--- src/verilog/are_pkg.sv ---
// are_pkg: task-file offsets, command codes, status and error fields,
// extended error codes, reset values and the engine state type.
// assumes: used as are_pkg::name by the read command engine.
package are_pkg;

  // task-file register offsets
  localparam logic [2:0] REG_DATA      = 3'h0;
  localparam logic [2:0] REG_FEAT_ERR  = 3'h1;
  localparam logic [2:0] REG_SEC_CNT   = 3'h2;
  localparam logic [2:0] REG_SEC_NUM   = 3'h3;
  localparam logic [2:0] REG_CYL_LO    = 3'h4;
  localparam logic [2:0] REG_CYL_HI    = 3'h5;
  localparam logic [2:0] REG_DRV_HEAD  = 3'h6;
  localparam logic [2:0] REG_CMD_STAT  = 3'h7;

  // command codes
  localparam logic [7:0] CMD_READ_MULT = 8'hc4;
  localparam logic [7:0] CMD_READ_SEC  = 8'h20;
  localparam logic [7:0] CMD_READ_SECR = 8'h21;
  localparam logic [7:0] CMD_VERIFY    = 8'h40;
  localparam logic [7:0] CMD_VERIFYR   = 8'h41;
  localparam logic [3:0] CMD_RECAL_HI  = 4'h1;
  localparam logic [7:0] CMD_SENSE     = 8'h03;

  // status and error register bit positions
  localparam int ST_BSY  = 7;
  localparam int ST_DRDY = 6;
  localparam int ST_DSC  = 4;
  localparam int ST_DRQ  = 3;
  localparam int ST_CORR = 2;
  localparam int ST_ERR  = 0;
  localparam int ER_UNC  = 6;
  localparam int ER_IDNF = 4;
  localparam int ER_ABRT = 2;
  localparam int ER_AMNF = 0;

  // drive/head bits 7 and 5 always read as one
  localparam logic [3:0] DH_ONES       = 4'ha;
  localparam logic [8:0] SEC_CNT_RST   = 9'h001;
  localparam logic [8:0] SEC_CNT_ZERO  = 9'h100;

  // extended error codes
  localparam logic [7:0] EXT_NONE      = 8'h00;
  localparam logic [7:0] EXT_SELF_OK   = 8'h01;
  localparam logic [7:0] EXT_MISC      = 8'h09;
  localparam logic [7:0] EXT_BAD_CMD   = 8'h20;
  localparam logic [7:0] EXT_BAD_ADDR  = 8'h21;
  localparam logic [7:0] EXT_OVERFLOW  = 8'h2f;
  localparam logic [7:0] EXT_UNCORR    = 8'h11;
  localparam logic [7:0] EXT_CORR      = 8'h18;
  localparam logic [7:0] EXT_ABORT     = 8'h1f;
  localparam logic [7:0] EXT_IDNF_A    = 8'h10;
  localparam logic [7:0] EXT_IDNF_B    = 8'h14;
  localparam logic [7:0] EXT_SPARE_OUT = 8'h3a;
  localparam logic [7:0] EXT_WR_FAIL   = 8'h03;
  localparam logic [7:0] EXT_PWR1_OFF  = 8'h22;
  localparam logic [7:0] EXT_DIAG_A    = 8'h05;
  localparam logic [7:0] EXT_DIAG_LO   = 8'h30;
  localparam logic [7:0] EXT_DIAG_HI   = 8'h34;
  localparam logic [7:0] EXT_DIAG_B    = 8'h37;
  localparam logic [7:0] EXT_DIAG_C    = 8'h3e;
  localparam logic [7:0] EXT_FMT_A     = 8'h0c;
  localparam logic [7:0] EXT_FMT_B     = 8'h38;
  localparam logic [7:0] EXT_FMT_C     = 8'h3b;
  localparam logic [7:0] EXT_FMT_D     = 8'h3c;
  localparam logic [7:0] EXT_FMT_E     = 8'h3f;
  localparam logic [7:0] EXT_VOLT_A    = 8'h35;
  localparam logic [7:0] EXT_VOLT_B    = 8'h36;

  typedef enum logic [1:0] {ST_IDLE, ST_REQ, ST_ACK, ST_XFER} are_state_t;

endpackage

--- src/verilog/are_engine.sv ---
// are_engine: read-family command engine behind the task-file registers.
// assumes: host strobes synchronous to mclk, media answers each request.
// What this block does
// - accept c4h as multiple read; block size one always, larger optional
// - multiple read interrupts once per block, when data request rises
// - data request checked at block start; data kept up through block
// - count is total sectors; full blocks, then count mod block size
// - multiple read with no block size programmed is aborted
// - media error posted when the failing sector is acked; block still transferred
// - only corrected errors (18) and code 01 let later blocks continue
// - 20h/21h read 1 to 256 sectors; zero count means 256
// - address bytes map to lba bits; drive/head bits 7 and 5 read one
// - per sector: busy; at ack data request, clear busy, interrupt; then fill
// - on success the address registers hold the last sector read
// - on error stop at failing sector, address kept, data still readable
// - 40h/41h verify with busy, no data request, one final interrupt
// - verify error leaves failing address and unverified count
// - any 1xh is recalibrate, a plain no-op
// - 03h returns the previous extended error code in error register
// - general extended codes 00 01 09 20 21 2f
// - data path codes 11 18 1f
// - media codes 10 14 3a 03 22
// - self test, format and voltage code groups
// - hard reset, and soft reset without keep_settings, leave multiple reads disabled until a block size is loaded
`timescale 1ns/1ps
`default_nettype none

module are_engine #(
  parameter int          SECTOR_WORDS = 256,
  parameter int          FIFO_DEPTH   = 4,
  parameter logic [7:0]  MAX_BLOCK    = 8'h10,
  parameter logic [27:0] LAST_LBA     = 28'hfffffff
) (
  // clock and reset
  input  wire logic        mclk,
  input  wire logic        reset_n,
  // host task-file port
  input  wire logic [2:0]  host_addr,
  input  wire logic        host_wr,
  input  wire logic        host_rd,
  input  wire logic [15:0] host_wdata,
  output logic [15:0]      host_rdata,
  output logic             host_wait,
  output logic             intrq,
  // block size and soft reset from the rest of the card
  input  wire logic        mult_load,
  input  wire logic [7:0]  mult_size,
  input  wire logic        soft_reset,
  input  wire logic        keep_settings,
  // media side
  output logic             med_req,
  output logic [27:0]      med_lba,
  output logic             med_stream,
  input  wire logic        med_ack,
  input  wire logic [7:0]  med_err,
  input  wire logic        med_valid,
  output logic             med_ready,
  input  wire logic [15:0] med_data
);

  localparam int WW = $clog2(SECTOR_WORDS);
  localparam logic [WW-1:0] WORD_LAST = WW'(SECTOR_WORDS - 1);

  // unknown media codes fold into the miscellaneous code
  function automatic logic [7:0] legal_code(input logic [7:0] c);
    legal_code = are_pkg::EXT_MISC;
    if (c >= are_pkg::EXT_DIAG_LO && c <= are_pkg::EXT_DIAG_HI) legal_code = c;
    case (c)
      are_pkg::EXT_NONE, are_pkg::EXT_SELF_OK, are_pkg::EXT_BAD_CMD,
      are_pkg::EXT_BAD_ADDR, are_pkg::EXT_OVERFLOW: legal_code = c;
      are_pkg::EXT_UNCORR, are_pkg::EXT_CORR, are_pkg::EXT_ABORT: legal_code = c;
      are_pkg::EXT_IDNF_A, are_pkg::EXT_IDNF_B, are_pkg::EXT_SPARE_OUT,
      are_pkg::EXT_WR_FAIL, are_pkg::EXT_PWR1_OFF: legal_code = c;
      are_pkg::EXT_DIAG_A, are_pkg::EXT_DIAG_B, are_pkg::EXT_DIAG_C,
      are_pkg::EXT_FMT_A, are_pkg::EXT_FMT_B, are_pkg::EXT_FMT_C,
      are_pkg::EXT_FMT_D, are_pkg::EXT_FMT_E,
      are_pkg::EXT_VOLT_A, are_pkg::EXT_VOLT_B: legal_code = c;
      default: ;
    endcase
  endfunction

  // error register bits for an extended code
  function automatic logic [7:0] err_bits(input logic [7:0] c);
    err_bits = 8'h00;
    case (c)
      are_pkg::EXT_NONE, are_pkg::EXT_SELF_OK, are_pkg::EXT_CORR: ;
      are_pkg::EXT_UNCORR: err_bits[are_pkg::ER_UNC] = 1'b1;
      are_pkg::EXT_IDNF_A, are_pkg::EXT_IDNF_B, are_pkg::EXT_BAD_ADDR,
      are_pkg::EXT_OVERFLOW: err_bits[are_pkg::ER_IDNF] = 1'b1;
      are_pkg::EXT_FMT_A, are_pkg::EXT_FMT_B, are_pkg::EXT_FMT_C,
      are_pkg::EXT_FMT_D, are_pkg::EXT_FMT_E: err_bits[are_pkg::ER_AMNF] = 1'b1;
      default: err_bits[are_pkg::ER_ABRT] = 1'b1;
    endcase
  endfunction

  ////////////////////////////////////////////////////////////////////////////
  // state

  are_pkg::are_state_t state_q;
  logic [27:0]   lba_q;
  logic [3:0]    dh_q;
  logic [8:0]    remain_q;
  logic [7:0]    block_q;
  logic [7:0]    blk_left_q;
  logic [WW-1:0] word_q;
  logic          busy_q;
  logic          drq_q;
  logic          intr_q;
  logic          ver_q;
  logic          mult_q;
  logic          stop_q;
  logic          req_q;
  logic [7:0]    ext_q;
  logic [7:0]    err_reg_q;
  logic          err_st_q;
  logic          corr_q;
  logic [15:0]   rdata_q;
  logic          fifo_ov;
  logic [15:0]   fifo_od;

  ////////////////////////////////////////////////////////////////////////////
  // decode

  wire       st_idle  = state_q == are_pkg::ST_IDLE;
  wire       st_ack   = state_q == are_pkg::ST_ACK;
  wire       st_xfer  = state_q == are_pkg::ST_XFER;
  wire [7:0] code     = host_wdata[7:0];
  wire       tf_wr    = host_wr && st_idle && !busy_q;
  wire       wr_cmd   = tf_wr && host_addr == are_pkg::REG_CMD_STAT;
  wire       rd_stat  = host_rd && host_addr == are_pkg::REG_CMD_STAT;
  wire       pop_req  = host_rd && host_addr == are_pkg::REG_DATA && drq_q;
  wire       pop      = pop_req && fifo_ov;
  wire       c_mult   = code == are_pkg::CMD_READ_MULT;
  wire       c_rd     = c_mult || code == are_pkg::CMD_READ_SEC
                        || code == are_pkg::CMD_READ_SECR;
  wire       c_ver    = code == are_pkg::CMD_VERIFY || code == are_pkg::CMD_VERIFYR;
  wire       c_recal  = code[7:4] == are_pkg::CMD_RECAL_HI;
  wire       c_sense  = code == are_pkg::CMD_SENSE;
  wire       mult_off = c_mult && block_q == 8'h00;
  wire [28:0] lba_end = {1'b0, lba_q} + {20'h00000, remain_q} - 29'h0000001;
  wire       range_bad = (c_rd || c_ver) && lba_end > {1'b0, LAST_LBA};
  wire       start_med = (c_rd || c_ver) && !mult_off && !range_bad;
  wire       sec_last = remain_q == 9'h001;
  wire [7:0] ack_code = legal_code(med_err);
  wire       ack      = st_ack && med_ack;
  wire       fatal    = ack_code != are_pkg::EXT_NONE && ack_code != are_pkg::EXT_CORR
                        && ack_code != are_pkg::EXT_SELF_OK;
  wire       err_new  = ack && ack_code != are_pkg::EXT_NONE && !stop_q;
  wire       sect_done = st_xfer && pop && word_q == WORD_LAST;
  wire       rd_end   = sec_last || (stop_q && blk_left_q == 8'h01);
  wire [7:0] eff_blk  = mult_q ? block_q : 8'h01;
  wire [7:0] new_blk  = (remain_q < {1'b0, eff_blk}) ? remain_q[7:0] : eff_blk;
  wire       ver_step = ack && ver_q && !fatal;
  wire       dec      = ver_step || sect_done;
  wire       inc      = (ver_step && !sec_last) || (sect_done && !sec_last && !stop_q);
  wire       new_blk_ack = ack && !ver_q && blk_left_q == 8'h00;
  wire       ver_end  = ack && ver_q && (fatal || sec_last);
  wire       intr_set = new_blk_ack || ver_end || (wr_cmd && !start_med);
  wire       flush    = soft_reset || wr_cmd;

  wire [7:0] status = {busy_q, !busy_q, 1'b0, 1'b1, drq_q, corr_q, 1'b0, err_st_q};
  wire [7:0] reg8   = (host_addr == are_pkg::REG_FEAT_ERR) ? err_reg_q :
                      (host_addr == are_pkg::REG_SEC_CNT)  ? remain_q[7:0] :
                      (host_addr == are_pkg::REG_SEC_NUM)  ? lba_q[7:0] :
                      (host_addr == are_pkg::REG_CYL_LO)   ? lba_q[15:8] :
                      (host_addr == are_pkg::REG_CYL_HI)   ? lba_q[23:16] :
                      (host_addr == are_pkg::REG_DRV_HEAD) ? {dh_q | are_pkg::DH_ONES, lba_q[27:24]} :
                      status;
  wire [15:0] rd_mux = (host_addr == are_pkg::REG_DATA) ? fifo_od : {8'h00, reg8};

  assign host_rdata = rdata_q;
  assign host_wait  = drq_q && !fifo_ov;
  assign intrq      = intr_q;
  assign med_req    = req_q;
  assign med_lba    = lba_q;
  assign med_stream = !ver_q;

  ////////////////////////////////////////////////////////////////////////////
  // data path: media words wait here until the host strobes them out

  are_fifo #(
    .WIDTH (16),
    .DEPTH (FIFO_DEPTH)
  ) u_fifo (
    .mclk      (mclk),
    .reset_n   (reset_n),
    .flush     (flush),
    .in_valid  (med_valid),
    .in_ready  (med_ready),
    .in_data   (med_data),
    .out_valid (fifo_ov),
    .out_ready (pop_req),
    .out_data  (fifo_od)
  );

  ////////////////////////////////////////////////////////////////////////////
  // task-file registers; host writes only while idle

  always_ff @(posedge mclk or negedge reset_n) begin
    if (!reset_n) begin
      lba_q    <= '0;
      dh_q     <= are_pkg::DH_ONES;
      remain_q <= are_pkg::SEC_CNT_RST;
      rdata_q  <= '0;
    end else begin
      if (host_rd) rdata_q <= rd_mux;
      if (tf_wr) begin
        case (host_addr)
          are_pkg::REG_SEC_CNT:  remain_q <= (code == 8'h00) ? are_pkg::SEC_CNT_ZERO : {1'b0, code};
          are_pkg::REG_SEC_NUM:  lba_q[7:0] <= code;
          are_pkg::REG_CYL_LO:   lba_q[15:8] <= code;
          are_pkg::REG_CYL_HI:   lba_q[23:16] <= code;
          are_pkg::REG_DRV_HEAD: begin
            lba_q[27:24] <= code[3:0];
            dh_q         <= code[7:4];
          end
          default: ;
        endcase
      end else begin
        if (dec) remain_q <= remain_q - 9'h001;
        if (inc) lba_q <= lba_q + 28'h0000001;
      end
    end
  end

  // block size: only sizes up to the supported maximum enable multiple reads
  always_ff @(posedge mclk or negedge reset_n) begin
    if (!reset_n) block_q <= 8'h00;
    else if (soft_reset && !keep_settings) block_q <= 8'h00;
    else if (mult_load) block_q <= (mult_size <= MAX_BLOCK) ? mult_size : 8'h00;
  end

  // set beats the clearing status read
  always_ff @(posedge mclk or negedge reset_n) begin
    if (!reset_n) intr_q <= 1'b0;
    else if (soft_reset) intr_q <= 1'b0;
    else intr_q <= intr_set || (intr_q && !rd_stat && !wr_cmd);
  end

  always_ff @(posedge mclk or negedge reset_n) begin
    if (!reset_n) word_q <= '0;
    else if (flush) word_q <= '0;
    else if (pop) word_q <= word_q + WW'(1);
  end

  ////////////////////////////////////////////////////////////////////////////
  // error and extended code

  always_ff @(posedge mclk or negedge reset_n) begin
    if (!reset_n) begin
      ext_q     <= are_pkg::EXT_NONE;
      err_reg_q <= 8'h00;
      err_st_q  <= 1'b0;
      corr_q    <= 1'b0;
    end else if (wr_cmd) begin
      corr_q   <= 1'b0;
      err_st_q <= !(c_sense || c_recal || start_med);
      if (c_sense) begin
        err_reg_q <= ext_q;
        ext_q     <= are_pkg::EXT_NONE;
      end else if (mult_off) begin
        ext_q     <= are_pkg::EXT_ABORT;
        err_reg_q <= err_bits(are_pkg::EXT_ABORT);
      end else if (range_bad) begin
        ext_q     <= are_pkg::EXT_OVERFLOW;
        err_reg_q <= err_bits(are_pkg::EXT_OVERFLOW);
      end else if (start_med || c_recal) begin
        ext_q     <= are_pkg::EXT_NONE;
        err_reg_q <= 8'h00;
      end else begin
        ext_q     <= are_pkg::EXT_BAD_CMD;
        err_reg_q <= err_bits(are_pkg::EXT_BAD_CMD);
      end
    end else if (err_new) begin
      ext_q     <= ack_code;
      err_reg_q <= err_bits(ack_code);
      err_st_q  <= fatal;
      corr_q    <= !fatal;
    end
  end

  ////////////////////////////////////////////////////////////////////////////
  // sequencer

  always_ff @(posedge mclk or negedge reset_n) begin
    if (!reset_n) begin
      state_q    <= are_pkg::ST_IDLE;
      busy_q     <= 1'b0;
      drq_q      <= 1'b0;
      ver_q      <= 1'b0;
      mult_q     <= 1'b0;
      stop_q     <= 1'b0;
      req_q      <= 1'b0;
      blk_left_q <= 8'h00;
    end else if (soft_reset) begin
      state_q <= are_pkg::ST_IDLE;
      busy_q  <= 1'b0;
      drq_q   <= 1'b0;
      req_q   <= 1'b0;
    end else begin
      req_q <= 1'b0;
      case (state_q)
        are_pkg::ST_IDLE: if (wr_cmd && start_med) begin
          state_q    <= are_pkg::ST_REQ;
          busy_q     <= 1'b1;
          ver_q      <= c_ver;
          mult_q     <= c_mult;
          stop_q     <= 1'b0;
          blk_left_q <= 8'h00;
        end
        are_pkg::ST_REQ: begin
          req_q   <= 1'b1;
          state_q <= are_pkg::ST_ACK;
        end
        are_pkg::ST_ACK: if (med_ack) begin
          if (ver_q) begin
            state_q <= ver_end ? are_pkg::ST_IDLE : are_pkg::ST_REQ;
            busy_q  <= !ver_end;
          end else begin
            state_q <= are_pkg::ST_XFER;
            if (fatal) stop_q <= 1'b1;
            if (blk_left_q == 8'h00) begin
              drq_q      <= 1'b1;
              busy_q     <= 1'b0;
              blk_left_q <= new_blk;
            end
          end
        end
        are_pkg::ST_XFER: if (sect_done) begin
          if (rd_end) begin
            state_q <= are_pkg::ST_IDLE;
            drq_q   <= 1'b0;
            busy_q  <= 1'b0;
          end else begin
            state_q    <= are_pkg::ST_REQ;
            blk_left_q <= blk_left_q - 8'h01;
            if (blk_left_q == 8'h01) begin
              drq_q  <= 1'b0;
              busy_q <= 1'b1;
            end
          end
        end
        default: state_q <= are_pkg::ST_IDLE;
      endcase
    end
  end
endmodule // are_engine

`default_nettype wire

--- src/verilog/are_fifo.sv ---
// are_fifo: small word fifo between media stream and host data register.
// assumes: single clock, DEPTH a power of two, flush empties it at once.
`timescale 1ns/1ps
`default_nettype none

module are_fifo #(
  parameter int WIDTH = 16,
  parameter int DEPTH = 4
) (
  // clock and reset
  input  wire logic             mclk,
  input  wire logic             reset_n,
  input  wire logic             flush,
  // filling side
  input  wire logic             in_valid,
  output logic                  in_ready,
  input  wire logic [WIDTH-1:0] in_data,
  // draining side
  output logic                  out_valid,
  input  wire logic             out_ready,
  output logic [WIDTH-1:0]      out_data
);

  localparam int AW = $clog2(DEPTH);

  logic [WIDTH-1:0] mem_q [DEPTH];
  logic [AW-1:0]    wp_q;
  logic [AW-1:0]    rp_q;
  logic [AW:0]      cnt_q;
  wire              push = in_valid & in_ready;
  wire              pop  = out_valid & out_ready;

  assign in_ready  = cnt_q != (AW+1)'(DEPTH);
  assign out_valid = cnt_q != '0;
  assign out_data  = mem_q[rp_q];

  always_ff @(posedge mclk or negedge reset_n) begin
    if (!reset_n) begin
      wp_q  <= '0;
      rp_q  <= '0;
      cnt_q <= '0;
    end else if (flush) begin
      wp_q  <= '0;
      rp_q  <= '0;
      cnt_q <= '0;
    end else begin
      if (push) wp_q <= wp_q + AW'(1);
      if (pop) rp_q <= rp_q + AW'(1);
      cnt_q <= cnt_q + (AW+1)'(push) - (AW+1)'(pop);
    end
  end

  // storage needs no reset; empty state hides stale words
  always_ff @(posedge mclk) begin
    if (push) mem_q[wp_q] <= in_data;
  end

endmodule // are_fifo

`default_nettype wire

--- config.mk ---
export PLATFORM = sky130hd
export DESIGN_NAME = are_engine
export DESIGN_NICKNAME = d
export VERILOG_FILES = /design/src/verilog/are_pkg.sv /design/src/verilog/are_engine.sv /design/src/verilog/are_fifo.sv
export SDC_FILE = /design/constraint.sdc
export NUM_CORES = 1
export LEC_CHECK = 0
export BUFFER_PORTS_ARGS = -buffer_cell sky130_fd_sc_hd__buf_2
export CORE_MARGIN = 8
export CORE_UTILIZATION = 54
export CTS_CLUSTER_SIZE = 28
export DETAILED_ROUTE_END_ITERATION = 16
export HOLD_SLACK_MARGIN = 0.1
export PLACE_DENSITY = 0.78
export SLEW_MARGIN = 20
export SYNTH_ARGS = -nofsm -noshare
export SYNTH_HDL_FRONTEND = slang
export SYNTH_SLANG_ARGS = --single-unit
--- constraint.sdc ---
create_clock -name mclk -period 3.4 [get_ports mclk]
set_input_delay 0 -clock mclk [delete_from_list [all_inputs] [get_ports mclk]]
set_output_delay 0 -clock mclk [all_outputs]
set_load 0.1 [all_outputs]
==> results.txt <==
CP Class - reg2reg
Final Hold Fails - 0
Nets - 1361
Async SR Flop Fraction - 63.8%
WL/cell - 20.5 um
num ports - 109
register area share after synthesis - 45.0%
largest net degree at the start of global routing - 77
drt pass-1 iters - 6
FILL cells - 1494
Tmin final - 3.23 ns
DR DRC count - 0
later-pin clock latency in the skew report - 0.45 ns
initial detailed-routing violation count - 1049
dominant synthesized flop cell - dfrtp_1
total power - 8.99 mW
pre-CTS WS - 0.0286 ns
Total GRT Usage - 25.5%
hold crit path type - in2reg
synthesis-stage register bit count - 177
Sequential Power Share - 33.8%
Gate power share - 42.8%
first-pass GRT wire length - 48800 um
Util after Layout - 65.3%
max cap viols - 0
Syn Nets - 1213
core area - 0.0193 mm^2
status - finished clean
Yosys cell types - 77
Final setup viols - 0
initial cell density of the core - 54.6%
Final Max Tran Viols - 0
hold_ws - 0.134 ns
total grt overflow - 0
CTS sink cnt - 177
initial antenna violation count - 0
CTS Buffer Depth - 2
Slew headroom - 26.5%
P_sw - 4.17 mW
GP Congestion - 0.935
Final HPWL DP - 21500 um
Vias - 9394
Cells after DPL - 1427
CTS H-tree lvls - 4
vias per cell - 6.24
port bufs - 100
Syn Std Cell Area - 0.0106 mm^2
Pint - 4.82 mW
clock power share - 23.4%
# diodes - 0
Synth Instances - 1079
Critical Path Source Type - flip-flop
clk_skew - 0.0161 ns
Post-Route WL - 30800 um
Final Cycle Share - 95.0%
final setup TNS - 0 ns
leakage - 5.45 nW
Final WS setup - 0.172 ns
Chip Width - 156 um
Max FO, Critical Path - 5
Cell Pwr Density - 712 mW/mm^2
Ys Warns - 0
vias in the first global route - 9040
FP Rows - 51
CP Capture Type - flip-flop
Arrival @ worst endpoint - 3.56 ns
RSZ-0062 raised after global routing - no
DRT antenna net count - 0
peak supply drop - 516 uV
layout cells sized above 1 - 18.3%
average size of a mapped cell - 9.79 um^2
Area growth syn-to-layout - 19.5%
Area after DPL - 0.0115 mm^2
switch share - 46.4%
area of the die - 0.0243 mm^2
Clk pin slew, worst setup/hold paths - 0.08 ns
Root Buffer - clkbuf_16
fin area - 0.0126 mm^2
Finished Layout Cells - 1505
Die Ht - 156 um
Required @ worst endpoint - 3.73 ns
CTS Buf Count - 17
EDFF count, synth - 64
worst-margin pin slew - 1.09 ns
FMAX - 310 MHz
CTS tree - yes
-- path summary, 6_finish.rpt --
| path | cells past startpoint | from | end | slack [ns] |
|---|---|---|---|---|
| max in group asynchronous | 3 | reset_n | host_rdata[6] | 2.40 |
| worst max-delay path | 12 | med_lba[4] | mult_q | 0.17 |
| worst min-delay path | 5 | med_err[4] | err_reg_q[0] | 0.13 |
| min in group asynchronous | 2 | reset_n | med_lba[25] | 0.17 |
| worst min register to register | 1 | ext_q[7] | err_reg_q[7] | 0.48 |
| worst max register to register | 12 | med_lba[4] | mult_q | 0.17 |
-- synth_stat cells, types with 6 or more instances --
cell type  number  share of area (%)
nand2b_1        7               0.41
a21oi_1        82                3.9
nor2_1         95                3.4
dfrtp_1       112                 27
mux2_2          6               0.64
clkbuf_1       40                1.4
nand2_1        77                2.7
edfxtp_1       64                 18
a31oi_1        24                1.4
and3_1         19                1.1
o22a_1         11               0.91
o22ai_1        15               0.89
a22o_1         15                1.2
nor3_1         21               0.99
a22oi_1         6               0.43
nor2b_1         9               0.53
nor4_1         12               0.71
a21o_1          6               0.43
o21bai_1        7               0.50
ha_1           73                8.6
and2_1          8               0.47
or3_1           6               0.36
o21ai_0        74                3.5
mux2i_1        15                1.4
o21a_1          6               0.43
xnor2_1         9               0.75
nand4_1        15               0.89
buf_1           6               0.21
inv_1          93                3.3
nand3_1        35                1.7
mux4_2         19                4.1
o211ai_1       11               0.78
-- registers in the layout (all words and copies together), names as in the netlist, 2 cells and up --
| signal | count |
|---|---|
| err_reg_q | 8 |
| u_fifo.mem_q | 64 |
| u_fifo.cnt_q | 3 |
| block_q | 8 |
| dh_q | 2 |
| host_rdata | 16 |
| u_fifo.wp_q | 2 |
| ext_q | 8 |
| remain_q | 9 |
| word_q | 8 |
| u_fifo.rp_q | 2 |
| blk_left_q | 8 |
| state_q | 2 |
| med_lba | 28 |
-- power by group through the flow --
| stage | Combinational, mW | Sequential [mW] | Clock [mW] |
|---|---|---|---|
| 6_report | 3.84 | 3.04 | 2.10 |
| 3_3_place_gp | 3.61 | 3.04 | 0 |
| 4_1_cts | 3.75 | 3.02 | 2.11 |
| 3_5_place_dp | 3.69 | 3.06 | 0 |
| 2_1_floorplan | 1.71 | 4.01 | 0 |
| 5_1_grt | 4.14 | 3.09 | 2.19 |
-- layer usage --
layer | up-vias | routed length [um] | GRT usage, %
li1 | 4259 | - | -
met1 | 4553 | 12200 | 32.1
met2 | 472 | 15000 | 42.0
met3 | 110 | 2540 | 4.90
met4 | 0 | 1130 | 11.0
met5 | - | 0 | 0
-- what timing repair did --
item,4_1_cts,5_1_grt
hold endpoints to repair,175,0
endpoints found under the setup margin,0,15
resized for setup,0,6
hold buffers,46,0
setup buffers,0,0
-- cell families (layout without fill, tap and decap cells) --
group / Yosys count / in the layout / synth area share, %
and+or+nand+nor: 322 / 322 / 14.7
DFF: 177 / 177 / 45.0
AOI/OAI and AO/OA: 303 / 303 / 18.3
buffers and inverters: 147 / 308 / 5.47
xor gates and xnor gates: 14 / 14 / 1.16
adders and majority gates: 74 / 74 / 8.84
muxes: 42 / 42 / 6.61
-- worst max-delay path: stages (launching register included) --
cell	delay [ns]
dfrtp_4	0.47
inv_1	0.08
ha_1	0.23
inv_1	0.06
ha_1	0.23
a21oi_1	0.13
o21a_1	0.16
o32ai_1	0.08
o311a_1	0.34
a2111oi_4	0.45
xnor2_2	0.18
nor4bb_1	0.33
mux2_2	0.37
-- layout make-up --
type / count / area (um^2) / area share (%)
clock inverters: 15 / 211 / 1.67
inverters: 95 / 357 / 2.82
flip-flops and latches: 177 / 4780 / 37.9
clock buffers: 17 / 425 / 3.37
multi-input cells: 755 / 5280 / 41.8
repair buffers: 181 / 1250 / 9.87
well taps: 265 / 332 / 2.63
-- cell usage in the layout, fill, tap and decap left out, types with 7 or more instances in the layout --
cell type       n
a21oi_1        81
a22o_1         15
a31oi_1        23
and2_1          8
and3_1         19
buf_2          99
buf_4          33
clkbuf_16      17
dfrtp_1        93
dfrtp_2        17
dlygate4sd3_1  46
edfxtp_1       64
ha_1           73
inv_1          92
mux2i_1        14
mux4_2         19
nand2_1        77
nand2b_1        7
nand3_1        35
nand4_1        15
nor2_1         95
nor2b_1         9
nor3_1         21
nor4_1         12
o211ai_1       11
o21ai_0        74
o21bai_1        7
o22a_1         10
o22ai_1        15
xnor2_1         8
No activity file was read; power rests on OpenSTA's default activity.
